`src/core/ldc_pkg.sv`:
```
// constants and types shared by the diagnostic port core and its fault counters
// assumes a single 200 MHz clock domain and an APB register bus
package ldc_pkg;
  // ****************************************
  // register map
  // ****************************************
  localparam logic [7:0] LDC_OFS_CTRL = 8'h00;
  localparam logic [7:0] LDC_OFS_STAT = 8'h04;
  localparam logic [7:0] LDC_OFS_CMD = 8'h08;
  localparam int LDC_CTRL_CMD_EN_BIT = 0;
  localparam int LDC_CTRL_SOFT_CLR_BIT = 1;
  localparam logic [1:0] LDC_CTRL_RST = 2'h1;
  localparam int LDC_STAT_PAT_LSB = 0;
  localparam int LDC_STAT_VALID_BIT = 4;
  localparam int LDC_STAT_PGOOD_BIT = 5;
  localparam int LDC_STAT_HOT_BIT = 6;
  localparam int LDC_STAT_CH1_BIT = 7;
  localparam int LDC_STAT_FREQ_LSB = 8;
  // ****************************************
  // fault patterns and commands
  // ****************************************
  localparam logic [3:0] LDC_PAT_OV1 = 4'h1;
  localparam logic [3:0] LDC_PAT_OV2 = 4'h3;
  localparam logic [3:0] LDC_PAT_UV1 = 4'h5;
  localparam logic [3:0] LDC_PAT_UV2 = 4'h7;
  localparam logic [15:0] LDC_CMD_NORM = 16'hF777;
  localparam logic [15:0] LDC_CMD_DN20 = 16'hF111;
  localparam logic [15:0] LDC_CMD_DN40 = 16'hF333;
  localparam logic [15:0] LDC_CMD_CH1_OFF = 16'hF555;
  localparam int LDC_FAULT_PULSES = 508;
  localparam int LDC_SYNC_W = 12;
  // ****************************************
  // types
  // ****************************************
  typedef enum logic [1:0] {
    LDC_FREQ_NORM = 2'b00,
    LDC_FREQ_DN20 = 2'b01,
    LDC_FREQ_DN40 = 2'b10
  } ldc_freq_t;
  typedef enum logic [1:0] {
    LDC_ST_START = 2'b00,
    LDC_ST_IDLE = 2'b01,
    LDC_ST_HOT = 2'b10,
    LDC_ST_REPORT = 2'b11
  } ldc_state_t;
endpackage

```
`src/core/ldc_dbc_if.sv`:
```
// signals between the port core and one fault pulse counter
// assumes both ends run on the core clock
`timescale 1ns/10ps
interface ldc_dbc_if;
  logic dim_high;
  logic dim_fall;
  logic cond;
  logic clr;
  logic hit;
  modport core (output dim_high, output dim_fall, output cond, output clr, input hit);
  modport cnt (input dim_high, input dim_fall, input cond, input clr, output hit);
endinterface

```
`src/core/ldc_diag_port.sv`:
```
// diagnostic and command port of a two-string led driver, with apb status/control
// assumes analog comparator flags and pins arrive asynchronously to I_CLK
// Operation
// - serial bits both ways move on channel-one pwm falling edges, even when disabled.
// - no serial transfer while channel-one pwm holds steady.
// - power-good and over-temperature are static levels, independent of pwm.
// - line low after startup, released once feedback sense reaches power-good.
// - over-temperature drives line low; released when flag clears; operation continues.
// - under-voltage fault after 508 pulses of low sink with headroom at maximum.
// - over-voltage fault after 508 pulses of high sink voltage.
// - patterns: ov1 0001, ov2 0011, uv1 0101, uv2 0111.
// - latched pattern keeps showing after the fault disappears.
// - pattern cleared by shutdown, enable low, or over-temperature; here over-temperature only hides it and the pattern is kept.
// - after a clear a new full 508-pulse run is needed.
// - over-temperature forces line low above any pattern.
// - each sink conducts only while its own pwm is high.
// - pwm inputs float low when unconnected.
// - 16-bit frequency commands: normal, down 20, down 40; normal at reset.
// - channel-one-off command; channel one enabled after reset.
// - commands ignored before power-good, during over-temperature or a pattern.
// - enable low restores normal frequency and re-enables channel one.
//
// Our own choices: the register offsets and register access over APB.
`timescale 1ns/10ps
module ldc_diag_port
  import ldc_pkg::*;
#(
  parameter int PULSES = LDC_FAULT_PULSES
)(
  input wire logic I_CLK,
  input wire logic I_NRST,
  input wire logic I_PSEL,
  input wire logic I_PENABLE,
  input wire logic I_PWRITE,
  input wire logic [7:0] I_PADDR,
  input wire logic [31:0] I_PWDATA,
  output logic [31:0] O_PRDATA,
  output logic O_PREADY,
  output logic O_PSLVERR,
  input wire logic I_CHANNEL_ONE_PWM,
  input wire logic I_CHANNEL_TWO_PWM,
  input wire logic I_ENABLE,
  input wire logic I_SHUTDOWN,
  input wire logic I_OVER_TEMP,
  input wire logic I_POWER_GOOD,
  input wire logic [1:0] I_SINK_LOW,
  input wire logic [1:0] I_SINK_HIGH,
  input wire logic I_HEADROOM_MAX,
  input wire logic I_DIAG_IO_LINE_I,
  output logic O_DIAG_IO_LINE_O,
  output logic O_DIAG_IO_LINE_OE,
  output logic [1:0] O_SINK_EN,
  output logic [1:0] O_FREQ_SEL,
  output logic O_CH1_EN
);
  if (PULSES < 2)
  begin : g_bad_pulses
    $error("PULSES must be at least 2");
  end
  // ****************************************
  // synchronisers
  // ****************************************
  // pwm inputs rely on the pad pull-down; an open pin shows a steady low
  logic [LDC_SYNC_W-1:0] s1_q;
  logic [LDC_SYNC_W-1:0] s2_q;
  logic channel_one_pwm_prev_q;
  logic channel_two_pwm_prev_q;
  wire [LDC_SYNC_W-1:0] raw = {I_DIAG_IO_LINE_I, I_HEADROOM_MAX, I_SINK_HIGH, I_SINK_LOW,
    I_POWER_GOOD, I_OVER_TEMP, I_SHUTDOWN, I_ENABLE, I_CHANNEL_TWO_PWM, I_CHANNEL_ONE_PWM};
  always_ff @(posedge I_CLK or negedge I_NRST)
  begin
    if (!I_NRST)
    begin
      s1_q <= '0;
      s2_q <= '0;
      channel_one_pwm_prev_q <= 1'b0;
      channel_two_pwm_prev_q <= 1'b0;
    end
    else
    begin
      s1_q <= raw;
      s2_q <= s1_q;
      channel_one_pwm_prev_q <= s2_q[0];
      channel_two_pwm_prev_q <= s2_q[1];
    end
  end
  wire channel_one_pwm_s = s2_q[0];
  wire channel_two_pwm_s = s2_q[1];
  wire en_low = !s2_q[2];
  wire shdn_s = s2_q[3];
  wire hot_s = s2_q[4];
  wire pgood_s = s2_q[5];
  wire [1:0] low_s = s2_q[7:6];
  wire [1:0] high_s = s2_q[9:8];
  wire hdrm_s = s2_q[10];
  wire line_s = s2_q[11];
  // slow pull-up limits how soon after the edge a bit is valid outside
  wire channel_one_pwm_fall = channel_one_pwm_prev_q & !channel_one_pwm_s;
  wire channel_two_pwm_fall = channel_two_pwm_prev_q & !channel_two_pwm_s;
  // ****************************************
  // apb registers
  // ****************************************
  logic [1:0] ctrl_q;
  logic [15:0] cmd_last_q;
  logic pready_q;
  logic pslverr_q;
  logic [31:0] prdata_q;
  wire apb_acc = I_PSEL & I_PENABLE & !pready_q;
  wire hit_ctrl = (I_PADDR == LDC_OFS_CTRL);
  wire hit_stat = (I_PADDR == LDC_OFS_STAT);
  wire hit_cmd = (I_PADDR == LDC_OFS_CMD);
  wire mapped = hit_ctrl | hit_stat | hit_cmd;
  wire ctrl_wr = apb_acc & I_PWRITE & hit_ctrl;
  wire soft_clr = ctrl_wr & I_PWDATA[LDC_CTRL_SOFT_CLR_BIT];
  wire cmd_en = ctrl_q[LDC_CTRL_CMD_EN_BIT];
  logic [3:0] pat_q;
  logic pat_valid_q;
  ldc_freq_t freq_q;
  logic ch1_en_q;
  wire [31:0] stat_word = {22'h0, 2'(freq_q), ch1_en_q, hot_s, pgood_s, pat_valid_q, pat_q};
  wire [31:0] rd_mux = hit_ctrl ? {30'h0, ctrl_q} :
    hit_stat ? stat_word : hit_cmd ? {16'h0000, cmd_last_q} : 32'h00000000;
  always_ff @(posedge I_CLK or negedge I_NRST)
  begin
    if (!I_NRST)
    begin
      ctrl_q <= LDC_CTRL_RST;
      pready_q <= 1'b0;
      pslverr_q <= 1'b0;
      prdata_q <= '0;
    end
    else
    begin
      pready_q <= apb_acc;
      pslverr_q <= apb_acc & !mapped;
      prdata_q <= (apb_acc & !I_PWRITE) ? rd_mux : prdata_q;
      // soft clear is a self-clearing strobe, only the enable bit is stored
      if (ctrl_wr)
        ctrl_q <= {1'b0, I_PWDATA[LDC_CTRL_CMD_EN_BIT]};
    end
  end
  assign O_PREADY = pready_q;
  assign O_PSLVERR = pslverr_q;
  assign O_PRDATA = prdata_q;
  // ****************************************
  // fault counters
  // ****************************************
  // over-temperature resets the runs; the pattern itself is only hidden
  wire dbc_clr = en_low | shdn_s | hot_s | soft_clr;
  wire [3:0] dbc_cond = {hdrm_s & low_s[1], hdrm_s & low_s[0], high_s[1], high_s[0]};
  wire [3:0] dbc_high = {channel_two_pwm_s, channel_one_pwm_s, channel_two_pwm_s, channel_one_pwm_s};
  wire [3:0] dbc_fall = {channel_two_pwm_fall, channel_one_pwm_fall, channel_two_pwm_fall, channel_one_pwm_fall};
  wire [3:0] hits;
  genvar gi;
  generate
    for (gi = 0; gi < 4; gi++)
    begin : g_cnt
      ldc_dbc_if u_if ();
      assign u_if.dim_high = dbc_high[gi];
      assign u_if.dim_fall = dbc_fall[gi];
      assign u_if.cond = dbc_cond[gi];
      assign u_if.clr = dbc_clr;
      assign hits[gi] = u_if.hit;
      ldc_fault_cnt #(.PULSES(PULSES)) u_cnt (
        .i_clk(I_CLK),
        .i_nrst(I_NRST),
        .dbc(u_if.cnt)
      );
    end
  endgenerate
  function automatic logic [3:0] pick_pat(input logic [3:0] h);
    // simultaneous hits: over-voltage of string one first
    if (h[0])
      return LDC_PAT_OV1;
    else if (h[1])
      return LDC_PAT_OV2;
    else if (h[2])
      return LDC_PAT_UV1;
    else
      return LDC_PAT_UV2;
  endfunction
  // ****************************************
  // pattern latch
  // ****************************************
  wire any_hit = |hits;
  wire pat_clr = en_low | shdn_s | soft_clr;
  logic [1:0] bit_idx_q;
  always_ff @(posedge I_CLK or negedge I_NRST)
  begin
    if (!I_NRST)
    begin
      pat_q <= '0;
      pat_valid_q <= 1'b0;
      bit_idx_q <= '0;
    end
    else if (any_hit)
    begin
      // a later fault overwrites the latched pattern and restarts the bit index
      pat_q <= pick_pat(hits);
      pat_valid_q <= 1'b1;
      bit_idx_q <= '0;
    end
    else if (pat_clr)
    begin
      pat_q <= '0;
      pat_valid_q <= 1'b0;
      bit_idx_q <= '0;
    end
    else if (pat_valid_q && !hot_s && channel_one_pwm_fall)
      bit_idx_q <= bit_idx_q + 1'b1;
  end
  // ****************************************
  // line state and commands
  // ****************************************
  ldc_state_t state_d;
  assign state_d = !pgood_s ? LDC_ST_START :
    hot_s ? LDC_ST_HOT :
    pat_valid_q ? LDC_ST_REPORT : LDC_ST_IDLE;
  wire [1:0] msb_idx = 2'd3 - bit_idx_q;
  wire cur_bit = pat_q[msb_idx];
  logic oe_d;
  always_comb
  begin
    case (state_d)
      LDC_ST_START: oe_d = 1'b1;
      LDC_ST_HOT: oe_d = 1'b1;
      LDC_ST_REPORT: oe_d = !cur_bit;
      LDC_ST_IDLE: oe_d = 1'b0;
      default: oe_d = 1'b1;
    endcase
  end
  wire accept = (state_d == LDC_ST_IDLE) & cmd_en;
  logic [15:0] cmd_sr_q;
  wire [15:0] cmd_next = {cmd_sr_q[14:0], line_s};
  wire take = accept & channel_one_pwm_fall;
  wire is_norm = take & (cmd_next == LDC_CMD_NORM);
  wire is_dn20 = take & (cmd_next == LDC_CMD_DN20);
  wire is_dn40 = take & (cmd_next == LDC_CMD_DN40);
  wire is_off = take & (cmd_next == LDC_CMD_CH1_OFF);
  wire is_cmd = is_norm | is_dn20 | is_dn40 | is_off;
  always_ff @(posedge I_CLK or negedge I_NRST)
  begin
    if (!I_NRST)
    begin
      cmd_sr_q <= '0;
      cmd_last_q <= '0;
      freq_q <= LDC_FREQ_NORM;
      ch1_en_q <= 1'b1;
    end
    else
    begin
      // partial commands are dropped when acceptance lapses
      cmd_sr_q <= !accept ? '0 : (is_cmd ? '0 : (take ? cmd_next : cmd_sr_q));
      cmd_last_q <= is_cmd ? cmd_next : cmd_last_q;
      if (en_low)
      begin
        freq_q <= LDC_FREQ_NORM;
        ch1_en_q <= 1'b1;
      end
      else
      begin
        if (is_norm)
          freq_q <= LDC_FREQ_NORM;
        else if (is_dn20)
          freq_q <= LDC_FREQ_DN20;
        else if (is_dn40)
          freq_q <= LDC_FREQ_DN40;
        if (is_off)
          ch1_en_q <= 1'b0;
      end
    end
  end
  // ****************************************
  // pin outputs
  // ****************************************
  logic oe_q;
  logic [1:0] sink_q;
  always_ff @(posedge I_CLK or negedge I_NRST)
  begin
    if (!I_NRST)
    begin
      oe_q <= 1'b1;
      sink_q <= '0;
    end
    else
    begin
      oe_q <= oe_d;
      // tied sinks stay aligned only if the controller ties the pwm inputs too
      sink_q <= {channel_two_pwm_s, channel_one_pwm_s & ch1_en_q};
    end
  end
  assign O_DIAG_IO_LINE_O = 1'b0;
  assign O_DIAG_IO_LINE_OE = oe_q;
  assign O_SINK_EN = sink_q;
  assign O_FREQ_SEL = 2'(freq_q);
  assign O_CH1_EN = ch1_en_q;
endmodule // ldc_diag_port

```
`src/core/ldc_fault_cnt.sv`:
```
// counts consecutive dimming pulses that carried a fault condition
// assumes synchronised dimming level, falling-edge strobe and condition
`timescale 1ns/10ps
module ldc_fault_cnt
  import ldc_pkg::*;
#(
  parameter int PULSES = LDC_FAULT_PULSES
)(
  input wire logic i_clk,
  input wire logic i_nrst,
  ldc_dbc_if.cnt dbc
);
  localparam int CW = $clog2(PULSES + 1);
  localparam logic [CW-1:0] LAST = CW'(PULSES - 1);
  if (PULSES < 2)
  begin : g_bad_pulses
    $error("PULSES must be at least 2");
  end
  logic seen_q;
  logic [CW-1:0] cnt_q;
  logic hit_q;
  wire seen_now = seen_q | (dbc.dim_high & dbc.cond);
  wire at_last = (cnt_q == LAST);
  assign dbc.hit = hit_q;
  always_ff @(posedge i_clk or negedge i_nrst)
  begin
    if (!i_nrst)
    begin
      seen_q <= 1'b0;
      cnt_q <= '0;
      hit_q <= 1'b0;
    end
    else if (dbc.clr)
    begin
      seen_q <= 1'b0;
      cnt_q <= '0;
      hit_q <= 1'b0;
    end
    else
    begin
      seen_q <= dbc.dim_fall ? 1'b0 : seen_now;
      // any pulse without the condition restarts the run
      if (dbc.dim_fall)
        cnt_q <= !seen_now ? '0 : (at_last ? '0 : cnt_q + 1'b1);
      hit_q <= dbc.dim_fall & seen_now & at_last;
    end
  end
endmodule // ldc_fault_cnt

```
`config.mk`:
```
export PLATFORM = sky130hd
export DESIGN_NAME = ldc_diag_port
export DESIGN_NICKNAME = d
export VERILOG_FILES = /design/src/core/ldc_pkg.sv /design/src/core/ldc_dbc_if.sv /design/src/core/ldc_diag_port.sv /design/src/core/ldc_fault_cnt.sv
export SDC_FILE = /design/constraint.sdc
export NUM_CORES = 1
export LEC_CHECK = 0
export ABC_CLOCK_PERIOD_IN_PS = 2700
export CAP_MARGIN = 20
export CORE_MARGIN = 8
export CORE_UTILIZATION = 45
export DETAILED_ROUTE_END_ITERATION = 8
export DONT_BUFFER_PORTS = 1
export PLACE_DENSITY = 0.68
export SLEW_MARGIN = 30
export SYNTH_ARGS = -nofsm -noshare
export SYNTH_HDL_FRONTEND = slang
export SYNTH_HIERARCHICAL = 1
export SYNTH_SLANG_ARGS = --single-unit
```
`constraint.sdc`:
```
create_clock -name I_CLK -period 2.7 [get_ports I_CLK]
set_input_delay 0.54 -clock I_CLK [delete_from_list [all_inputs] [get_ports I_CLK]]
set_output_delay 0.54 -clock I_CLK [all_outputs]
set_load 0.01 [all_outputs]
```
Word level (Yosys, flattened, before mapping)
Index checks and enable logic that the tools add are counted.
{"block": "totals", "reg_bits": 149, "latchBits": 0, "ram_bits": 0, "rom_bits": 0, "output_inout_bits": 41, "elab_cells": 169, "memories": 0}
{"block": "classes", "add_sub_neg": 6, "multipliers": 0, "div": 0, "n_lt_le_gt_ge": 1, "n_eq_ne": 16, "shift": 0, "mux": 56, "bitwise_logic": 43, "n_reduce_logical": 18}
{"cell": "9-bit two-way mux", "count": 16}
{"cell": "16-bit == test, second input constant", "count": 4}
{"cell": "16-bit two-way mux", "count": 3}
{"cell": "15-bit two-way mux", "count": 3}
{"cell": "9-bit by 1-bit adder with 9-bit output, second input constant", "count": 4}
{"cell": "9-bit == test, second input constant", "count": 4}
{"cell": "1-bit bitwise AND", "count": 30}
{"cell": "2-bit two-way mux", "count": 11}
{"cell": "1-bit two-way mux", "count": 17}
{"cell": "1-bit OR", "count": 13}
{"cell": "8-bit by 3-bit == test with 1-bit output, second input constant", "count": 1}
{"cell": "8-bit by 4-bit == test with 1-bit output, second input constant", "count": 1}
{"cell": "1-bit logical NOT", "count": 8}
{"cell": "8-bit logical NOT", "count": 1}
{"cell": "4-bit two-way mux", "count": 2}
{"cell": "3-bit two-way mux", "count": 2}
{"cell": "2-bit nonzero test", "count": 3}
{"cell": "2-bit == test, second input constant", "count": 2}
{"cell": "4-bit by 1-bit inequality test with 1-bit output, second input constant", "count": 1}
{"cell": "4-bit OR reduction", "count": 1}
{"cell": "2-bit by 3-bit < comparator with 1-bit output, second input constant", "count": 1}
{"cell": "3-bit by 1-bit inequality test with 1-bit output, second input constant", "count": 1}
{"cell": "1-bit one-hot mux with 3 select lines", "count": 1}
{"cell": "3-bit nonzero test", "count": 1}
{"cell": "other kinds (8)", "count": 9}

Depth between registers and ports, before layout
Gate-level depths: netlist (run 1).
{"block": "logic_depth", "ltp_word": 12, "mapped_depth": 10}

Hierarchy
The synthesis (run 1) kept the hierarchy.
{"mod": "ldc_diag_port", "instances": 1, "cells_each": 256, "area_each_um2": 3315.7, "seq_area_each_um2": 2155.8}
{"mod": "ldc_fault_cnt", "instances": 4, "cells_each": 54, "area_each_um2": 561.8, "seq_area_each_um2": 275.3}

Worst setup path after synthesis (run 1)
Ideal clock, no wire load.
{"block": "synth_path", "kind": "input port to flip-flop", "from": "in I_PENABLE", "to": "reg g_cnt[1].u_cnt.cnt_q[3]", "setup_time_ns": 0.082, "arrival_ns": 2.515, "required_time_ns": 2.618, "path_slack_ns": 0.103, "stages": 10, "n_path_buf": 2, "cell_sequence": "and3b_1 -> buf_2 -> and3_1 -> a311o_1 -> or2_2 -> nand2b_1 -> a211oi_4 -> buf_6 -> nand2_1 -> a31oi_1"}
{"block": "synth_between", "elab_chain_len": 7, "word_cells_on_any_way": 8, "classes_between": "1 x mux; 6 x bitwise; 1 x reduce/logical"}
{"item": "from (decl)", "line_no": "ldc_diag_port.sv:33", "source": "input wire logic I_PENABLE,"}
{"item": "1-bit bitwise AND * (2 in a row)", "line_no": "ldc_diag_port.sv:108", "source": "wire apb_acc = I_PSEL & I_PENABLE & !pready_q;"}
{"item": "via apb_acc", "line_no": "ldc_diag_port.sv:108"}
{"item": "1-bit bitwise AND * (2 in a row)", "line_no": "ldc_diag_port.sv:113", "source": "wire ctrl_wr = apb_acc & I_PWRITE & hit_ctrl;"}
{"item": "1-bit bitwise AND *", "line_no": "ldc_diag_port.sv:114", "source": "wire soft_clr = ctrl_wr & I_PWDATA[LDC_CTRL_SOFT_CLR_BIT];"}
{"item": "1-bit OR *", "line_no": "ldc_diag_port.sv:149", "source": "wire dbc_clr = en_low | shdn_s | hot_s | soft_clr;"}
{"item": "via dbc_clr", "line_no": "ldc_diag_port.sv:149"}
{"item": "9-bit two-way mux or 2-bit nonzero test (tied branches)"}
{"item": "to (signal assigned)", "line_no": "ldc_fault_cnt.sv:44", "source": "cnt_q <= !seen_now ? '0 : (at_last ? '0 : cnt_q + 1'b1);"}
{"item": "to (decl)", "line_no": "ldc_fault_cnt.sv:20", "source": "logic [CW-1:0] cnt_q;"}
The timed path passes the listed nets; every way through them passes the cells marked *.
A chain may end at the register's enable or synchronous reset.

Final worst setup path (run 1)
{"block": "layout_path", "from": "reg pready_q, in the netlist O_PREADY", "to": "reg g_cnt[2].u_cnt.cnt_q[7]"}
{"block": "layout_between", "elab_chain_len": 7, "word_cells_on_any_way": 8, "classes_between": "1 x mux; 5 x bitwise; 2 x reduce/logical"}
{"item": "from (decl)", "line_no": "ldc_diag_port.sv:105", "source": "logic pready_q;"}
{"item": "from (signal assigned)", "line_no": "ldc_diag_port.sv:134", "source": "pready_q <= apb_acc;"}
{"item": "1-bit logical NOT *", "line_no": "ldc_diag_port.sv:108"}
{"item": "1-bit bitwise AND *", "line_no": "ldc_diag_port.sv:108"}
{"item": "1-bit bitwise AND * (2 in a row)", "line_no": "ldc_diag_port.sv:113"}
{"item": "1-bit bitwise AND *", "line_no": "ldc_diag_port.sv:114"}
{"item": "1-bit OR *", "line_no": "ldc_diag_port.sv:149"}
{"item": "via dbc_clr", "line_no": "ldc_diag_port.sv:149"}
{"item": "9-bit two-way mux or 2-bit nonzero test (tied branches)"}
{"item": "to (signal assigned)", "line_no": "ldc_fault_cnt.sv:44"}
{"item": "to (decl)", "line_no": "ldc_fault_cnt.sv:20"}
Marked as above.

==> metrics.cfg, run 1 <==
[status]
status = finished, violations left
failed_checks = negative hold slack

[final_layout]
fin_nets = 552
finalNonFillerCells = 672
drive_gt1_share_pct = 14.1
fin_util_pct = 53.1
postLayoutCellArea_mm2 = 0.00641
area_growth_pct = 15.2
antennaDiodeCount = 0

[yosys]
synth_cell_types = 58
synthTopCellsByArea = dfrtp_1 57%, a22o_1 4.7%, a21oi_1 2.9%
synthTopCellsByCount = 127 x dfrtp_1, 32 x a21oi_1, 30 x a22o_1, 28 x nand2_1, 26 x nor2_1
ys_ff_latch = 130
synth_edf_count = 0
synth_ff_type = dfrtp_1
syn_inst = 472
syn_avg_cell_area_um2 = 11.8
syn-cell-area_mm2 = 0.00556
netlist.top_cell.by_area = dfrtp_1
yosysTopAreaCellShare_pct = 57.1
synth_seq_area_share_pct = 58.5
synthArstFlopShare_pct = 100
synth.most_common_cell = dfrtp_1
ys_warn_count = 6

[global_routing]
antenna_found_initial = 0
grt_pass1_vias = 3755
grt_max_degree = 131
grt_pass1_wl_um = 18700
overflow = 0
grtUsageTotal_pct = 14.5

[timing]
setup_viol = 0
relSlewSlack_pct = 57.6
maxSlewViolCount = 0
max_freq_mhz = 401
holdWs_ns = -0.182
min_period_over_period_pct = 92.3
worst_pin_slew_ns = 0.634
tns_ns = 0
hold_viol_final = 128
rsz0062_at_grt = no
fin_crit_ns = 2.49
finClkSkew_ns = 0.00733

[setup_path]
path_buf_inv = 1
critPathCaptureType = register
worstSetupStartpointType = register
reg2reg_from = O_PREADY
path_class = register to register
critPathCapture = g_cnt[2].u_cnt/cnt_q[7]
regToRegSetupSlack_ns = 0.21
crit_start = O_PREADY
crit_fanout = 13
cp_top_family = simple AND/OR/NAND/NOR gates
cpMaxStageDelayCell = a311o_1
reg2reg_depth = 9
cp.arrival_ns = 2.83
max_stage_delay_ns = 0.41
crit_required_ns = 3.03
cp.depth = 9
r2r-end = g_cnt[2].u_cnt/cnt_q[7]
crit_chain = and3b_1 > and3_1 > a311o_1 > or2_4 > nand2b_2 > a211oi_4 > buf_4 > o21ai_0 > a31oi_1

[floorplan]
die_w_um = 127
dieArea_mm2 = 0.0162
std_cell_rows = 40
die_height_um = 127
io_pins = 98
start_util_pct = 46.1
core_area_mm2 = 0.0121

[placement]
dp_hpwl_um = 7180
placed_cell_area_mm2 = 0.00572
dp.cells = 638
port_buffers = 0
place_congestion = 0.847

[flow_run]
max_cap_violations = 0

[clock_network]
cts_root_buf = clkbuf_16
cts_tree = done
htreeDepth = 4
cts_made_buffers = 17
cts.clk_slew.worst_paths_ns = 0.06
cts_buffer_depth = 2
clk_latency_ns = 0.41
cts.sinks = 130

[routing]
via_per_inst = 5.47
drcViolationCount = 0
ant_nets = 0
drt-total-wl_um = 10800
drt_iter0_drc = 289
routed_wire_length_per_instance_um = 16.1
vias = 3679
drtPass1Iterations = 5

[power_and_ir_drop]
p_leak_nw = 2.89
vdd_drop_max_uv = 545
power.density_mw_per_mm2 = 725
power_w = 0.00464

[hold_path]
hold_path_class = input pin to async pin

[registers in the layout (all words and copies together) (netlist names), 2 cells and up]
register             flops
O_FREQ_SEL               2
O_PRDATA                16
bit_idx_q                2
cmd_last_q              16
cmd_sr_q                15
g_cnt.u_cnt/cnt_q       36
g_cnt.u_cnt/dbc.hit      4
g_cnt.u_cnt/seen_q       4
pat_q                    3
s1_q                    12
s2_q                    12
[area by class of cell]
class | count | area [um^2]
Clock inverter | 12 | 226
Inverter | 5 | 18.8
Clock buffer | 20 | 447
Fill cell | 1031 | 5650
Multi-Input combinational cell | 323 | 2130
Sequential cell | 130 | 3260
Tap cell | 168 | 210
Timing Repair Buffer | 14 | 118
[where the power goes]
| part | total [W] | switching, W | internal (W) |
|---|---|---|---|
| combinational | 0.0000672 | 0.0000473 | 0.0000199 |
| clock | 0.00259 | 0.000826 | 0.00176 |
| sequential | 0.00199 | 0.0000161 | 0.00198 |
| total | 0.00464 | 0.000889 | 0.00376 |
[placed cells by master, fill, tap and decap left out, types with 6 or more instances in the layout]
cell type  instances
dfrtp_1          127
a21oi_1           32
a22o_1            30
nand2_1           28
nor2_1            26
o21ai_0           19
nand3_1           19
conb_1            17
clkbuf_16         17
and3_1            14
nand2b_1          13
buf_4             13
a31oi_1           12
nor3_1            10
mux2_2             8
a22oi_1            8
and2_1             7
bufinv_16          6
[kinds of logic (layout without fill, tap and decap cells)]
| kind of cell | count (synthesis) | after routing | share of synthesized area, % |
|---|---|---|---|
| and+or+nand+nor | 157 | 157 | 16.6 |
| buffers and inverters | 35 | 51 | 4.30 |
| AOI/OAI and AO/OA | 126 | 126 | 16.1 |
| DFF | 130 | 130 | 58.5 |
| muxes | 13 | 13 | 2.52 |
| adders and majority gates | 4 | 4 | 0.900 |
| other | 1 | 17 | 0.0674 |
| xor gates and xnor gates | 6 | 6 | 0.945 |
[worst min path at each step]
stage | end | slack [ns] | depth (start not counted)
CTS | cmd_last_q[13] | -0.20 | 0
global route | O_PRDATA[10] | -0.21 | 0
floorplan | O_FREQ_SEL[0] | 0.24 | 0
detailed placement | O_PRDATA[14] | 0.25 | 0
finish | O_PRDATA[10] | -0.18 | 0
global placement | O_PRDATA[12] | 0.25 | 0
[layer usage]
metal | GRT usage (%) | vias to the layer above | part of all wire (%)
met3 | 5.20 | 11 | 5.6
met1 | 17.7 | 1856 | 45
met5 | 0 | - | 0
li1 | - | 1737 | -
met4 | 6.79 | 0 | 1.5
met2 | 22.7 | 75 | 48
[per-stage QoR]
step	hold slack, ns	setup WS [ns]
2_1_floorplan	0.244	0.103
3_3_place_gp	0.248	0.00838
4_1_cts	-0.204	0.0707
6_report	-0.182	0.207
3_5_place_dp	0.248	-0.000844
5_1_grt	-0.212	0.0706
[repair_timing]
action | in CTS | in global routing
buffers inserted | 0 | 2
endpoints found under the hold margin | 130 | 130
endpoints found under the setup margin | 0 | 8
resized for setup | 0 | 2
Note: power is estimated with default switching activity, not from simulation.
==> run 2: changes to the inputs <==
Settings changed: CORE_UTILIZATION 45 to 40, PLACE_DENSITY 0.68 to 0.62, RECOVER_POWER from default to 100.
==> metrics.cfg, run 2 (synthesized netlist as in run 1, its figures left out) <==
[status]
status = finished, violations left
failed_checks = negative hold slack

[placement]
dp_slack_ns = -0.0349  ; -0.0341 ns
port_buffers = 0  ; unchanged
dp_hpwl_um = 7300  ; +1.8%
place_congestion = 0.759  ; -10%

[final_layout]
area_growth_pct = 13.0
drive_gt1_share_pct = 12.2  ; -1.9 points
largest_reg_flops = 36  ; unchanged
regMostFlops = g_cnt.u_cnt/cnt_q
fin_nets = 557  ; +0.91%
layout_commonest_cell = dfrtp_1
antennaDiodeCount = 0  ; unchanged
final_cell_mix = 127 x dfrtp_1, 32 x a21oi_1, 30 x a22o_1

[timing]
holdWs_ns = -0.177  ; +0.00457 ns
finalWorstSetupSlack_ns = 0.181  ; -0.0257 ns
maxSlewViolCount = 0  ; unchanged
fin_crit_ns = 2.52  ; +0.0257 ns
hold_viol_final = 129  ; +0.78%
min_period_over_period_pct = 93.3  ; +0.95 points
worst_pin_slew_ns = 0.847  ; +0.213 ns
setup_viol = 0  ; unchanged
max_freq_mhz = 397  ; -1.0%
finClkSkew_ns = 0.0153  ; +0.00797 ns
tns_ns = 0  ; unchanged
relSlewSlack_pct = 43.4  ; -14 points
rsz0062_at_grt = no

[floorplan]
die_height_um = 134  ; +5.3%
dieArea_mm2 = 0.0179  ; +11%
start_util_pct = 40.5  ; -5.6 points
core_area_mm2 = 0.0137  ; +14%
die_w_um = 134  ; +5.3%
io_pins = 98  ; unchanged
std_cell_rows = 43  ; +7.5%

[setup_path]
crit_fanout = 11  ; -2
critPathCaptureType = register
path_class = register to register
crit_start = O_PREADY
crit_required_ns = 3.03  ; about the same
reg2reg_from = O_PREADY
worstSetupStartpointType = register
cp.arrival_ns = 2.85  ; +0.02 ns
regToRegSetupSlack_ns = 0.18  ; -0.03 ns

[global_routing]
grt_max_degree = 131  ; unchanged
grt_pass1_wl_um = 18300  ; -2.6%
overflow = 0  ; unchanged
antenna_found_initial = 0  ; unchanged
grtUsageTotal_pct = 12.8  ; -1.8 points
grt_pass1_vias = 3565  ; -5.1%

[power_and_ir_drop]
vdd_drop_max_uv = 507  ; -7.0%
power.density_mw_per_mm2 = 670  ; -7.6%
power_w = 0.00421  ; -9.3%
p_leak_nw = 2.83  ; -2.4%

[clock_network]
cts_tree = done
cts.sinks = 130  ; unchanged
clk_latency_ns = 0.42  ; about the same
cts_made_buffers = 17  ; unchanged
cts_buffer_depth = 2  ; unchanged
htreeDepth = 4  ; unchanged
cts_root_buf = clkbuf_16
cts.clk_slew.worst_paths_ns = 0.06  ; about the same

[routing]
drtPass1Iterations = 4  ; -1
drt-total-wl_um = 10800  ; -0.16%
drcViolationCount = 0  ; unchanged
via_per_inst = 5.30  ; -3.3%
drt_iter0_drc = 195  ; -33%
routed_wire_length_per_instance_um = 15.7  ; -2.6%
ant_nets = 0  ; unchanged
vias = 3649  ; -0.82%

[hold_path]
hold_path_class = input pin to async pin

[flow_run]
max_cap_violations = 0  ; unchanged

run 2: final timing paths:
| path | cells past startpoint | end |
|---|---|---|
| setup / recovery | 9 | g_cnt[3].u_cnt/cnt_q[3] |
| hold reg to reg | 0 | s2_q[8] |
| setup reg to reg | 9 | g_cnt[3].u_cnt/cnt_q[3] |
| max in group asynchronous | 0 | ctrl_q[0] |
| min in group I_CLK | 0 | s1_q[11] |
| hold / removal | 0 | O_PRDATA[1] |
run 2: stage by stage:
step,utilization (%),hold WS [ns],std cells,instance area [um^2]
after floorplan,-,0.244,488,5620
after CTS,46.3,-0.206,688,6360
after global placement,42.3,0.251,656,5800
after global routing,45.8,-0.206,689,6290
final,45.8,-0.177,689,6290
after detailed placement,42.3,0.250,656,5800
run 2: cell type report:
| cell class | count | area (um^2) |
|---|---|---|
| Clock inverter | 14 | 128 |
| Sequential cell | 130 | 3260 |
| Inverter | 5 | 18.8 |
| Tap cell | 180 | 225 |
| Fill cell | 1285 | 7430 |
| Timing Repair Buffer | 19 | 154 |
| Multi-Input combinational cell | 323 | 2070 |
| Clock buffer | 18 | 429 |
run 2: timing repair:
item	in CTS	in global routing
resized for setup	0	1
buffers inserted	0	1
hold endpoints to repair	130	130
endpoints found under the setup margin	0	1
run 2: power breakdown:
group / switching, W / total, W / internal, W / leakage (nW)
registers: 0.0000157 / 0.00199 / 0.00197 / 1.74
logic: 0.0000460 / 0.0000668 / 0.0000207 / 0.822
clock network: 0.000882 / 0.00216 / 0.00127 / 0.264
run 2: critical path, cell delays in order (launching register included):
cell	delay, ns
dfrtp_1	0.35
and3b_1	0.20
and3_1	0.18
a311o_1	0.38
or2_4	0.29
nand2b_1	0.21
a211oi_4	0.39
clkbuf_1	0.19
a21oi_1	0.08
a31oi_1	0.15
run 2: metal layers:
metal  global-route usage, %  vias to the layer above  share of wire, %  wire length [um]
li1                        -                     1746                 -                 -
met1                    16.2                     1823                47              5030
met2                    19.0                       72                47              5050
met3                    4.67                        8               5.7               619
met4                    5.80                        0               1.1               116
met5                       0                        -                 0                 0
==> run 3: changes to the inputs <==
==> constraint.sdc (replaced) <==
create_clock -name I_CLK -period 2.7 [get_ports I_CLK]
set_input_delay 0.27 -clock I_CLK [delete_from_list [all_inputs] [get_ports I_CLK]]
set_output_delay 0.27 -clock I_CLK [all_outputs]
set_load 0.01 [all_outputs]
==> metrics.cfg, run 3 (synthesized netlist as in run 1, its figures left out) <==
[clock_network]
cts.sinks = 130  ; unchanged
ctsHoldBuffers = 14
cts_buffer_depth = 2  ; unchanged
htreeDepth = 4  ; unchanged
clk_latency_ns = 0.42  ; about the same
cts_tree = done
cts_made_buffers = 17  ; unchanged
cts.clk_slew.worst_paths_ns = 0.06  ; about the same
cts_root_buf = clkbuf_16

[routing]
vias = 3696  ; +1.3%
routed_wire_length_per_instance_um = 15.5  ; -1.4%
ant_nets = 0  ; unchanged
via_per_inst = 5.28  ; -0.30%
drt-total-wl_um = 10800  ; +0.17%
drcViolationCount = 0  ; unchanged
drtPass1Iterations = 6  ; +2
drt_iter0_drc = 192  ; -1.5%

[global_routing]
antenna_found_initial = 0  ; unchanged
grtUsageTotal_pct = 12.9  ; +0.16 points
grt_pass1_vias = 3707  ; +4.0%
grt_pass1_wl_um = 18600  ; +1.6%
grt_max_degree = 131  ; unchanged
overflow = 0  ; unchanged

[status]
failed_checks = negative hold slack
status = finished, violations left

[setup_path]
worstSetupStartpointType = register
cp.arrival_ns = 2.86  ; about the same
path_class = register to register
crit_fanout = 12  ; +1
crit_chain = and3b_1 > and3_1 > a311o_1 > or2_4 > nand2b_1 > a211oi_4 > clkbuf_1 > buf_4 > mux2_2
cpMaxStageDelayCell = a311o_1
reg2reg_from = O_PREADY
max_stage_delay_ns = 0.38  ; about the same
reg2reg_depth = 9  ; unchanged
crit_required_ns = 3.05  ; +0.02 ns
regToRegSetupSlack_ns = 0.19  ; about the same
crit_start = O_PREADY
critPathCaptureType = register

[timing]
max_freq_mhz = 398  ; +0.25%
finClkSkew_ns = 0.0116  ; -0.00372 ns
tns_ns = 0  ; unchanged
min_period_over_period_pct = 93.1  ; -0.23 points
rsz0062_at_grt = no
worst_pin_slew_ns = 0.831  ; -0.0159 ns
holdWs_ns = -0.456  ; -0.279 ns
maxSlewViolCount = 0  ; unchanged
fin_crit_ns = 2.51  ; -0.00630 ns
setup_viol = 0  ; unchanged
relSlewSlack_pct = 44.5  ; +1.1 points
hold_viol_final = 130  ; +0.78%

[floorplan]
io_pins = 98  ; unchanged
die_w_um = 134  ; unchanged
dieArea_mm2 = 0.0179  ; unchanged
core_area_mm2 = 0.0137  ; unchanged
start_util_pct = 40.5  ; unchanged
std_cell_rows = 43  ; unchanged
die_height_um = 134  ; unchanged

[final_layout]
area_growth_pct = 16.4
fill_cells = 1257  ; -2.2%
largest_reg_flops = 36  ; unchanged
antennaDiodeCount = 0  ; unchanged
drive_gt1_share_pct = 12.1  ; -0.065 points
fin_nets = 568  ; +2.0%
postLayoutCellArea_mm2 = 0.00647  ; +3.0%
regMostFlops = g_cnt.u_cnt/cnt_q
finalNonFillerCells = 700  ; +1.6%
layout_commonest_cell = dfrtp_1
final_cell_mix = 127 x dfrtp_1, 32 x a21oi_1, 30 x a22o_1

[power_and_ir_drop]
power.density_mw_per_mm2 = 676  ; +0.92%
p_leak_nw = 2.90  ; +2.7%
power_w = 0.00438  ; +3.9%
vdd_drop_max_uv = 512  ; +0.86%

[hold_path]
hold_path_class = input pin to async pin

[placement]
placed_cell_area_mm2 = 0.00570  ; -1.8%
dp_hpwl_um = 7220  ; -1.1%
dp.cells = 647  ; -1.4%
place_congestion = 0.767  ; +1.0%
port_buffers = 0  ; unchanged

[flow_run]
max_cap_violations = 0  ; unchanged

[run 3: changes by cell type in the layout (fill, tap and decap cells not counted), sizes merged]
| cell | change |
|---|---|
| buf | -2 |
| bufinv | +1 |
| dlygate4sd3 | +14 |
| clkinvlp | -2 |
[run 3: metrics by stage]
step / util [%] / setup slack, ns
global placement: 41.5 / 0.0988
finish: 47.2 / 0.187
floorplan: - / 0.254
CTS: 46.9 / 0.0114
detailed placement: 41.5 / 0.0337
global route: 47.2 / 0.0518
[run 3: final timing paths]
check / to
max reg2reg: g_cnt[0].u_cnt/cnt_q[0]
min reg2reg: s2_q[1]
max in group asynchronous: ctrl_q[0]
min in group I_CLK: O_PSLVERR
max: g_cnt[0].u_cnt/cnt_q[0]
min: cmd_last_q[8]
[run 3: worst max-delay path, delay by kind of cell, from the launching register on]
family / cells / cell delay (ns)
AO/OA/AOI/OAI: 2 / 0.72
flip-flops: 1 / 0.34
buffers and inverters: 2 / 0.34
AND/OR/NAND/NOR: 4 / 0.91
multiplexers: 1 / 0.13
[run 3: what timing repair did]
item | 4_1_cts | 5_1_grt
setup endpoints to repair | 0 | 24
endpoints found under the hold margin | 144 | 130
resized for setup | 0 | 1
buffers inserted | 0 | 7
[run 3: where the power goes]
part	internal (W)	switching, W	total, W
combinational	0.0000318	0.0000503	0.0000821
sequential	0.00197	0.0000157	0.00199
clock	0.00142	0.000883	0.00231
total	0.00343	0.000949	0.00438
[run 3: cell type report]
| class | count | area, um^2 | area share [%] |
|---|---|---|---|
| inverters | 5 | 18.8 | 0.290 |
| well taps | 180 | 225 | 3.48 |
| clock inverters | 13 | 149 | 2.30 |
| multi-input cells | 323 | 2110 | 32.6 |
| clock buffers | 19 | 453 | 7.00 |
| flip-flops and latches | 130 | 3260 | 50.3 |
| repair buffers | 30 | 259 | 4.00 |
[run 3: per-layer routing]
metal / share of wire [%] / GRT usage (%) / vias to the layer above
met5: 0 / 0 / -
met4: 1.9 / 5.80 / 0
met3: 6.0 / 5.01 / 20
met2: 47 / 19.8 / 79
met1: 45 / 15.9 / 1826
li1: - / - / 1771
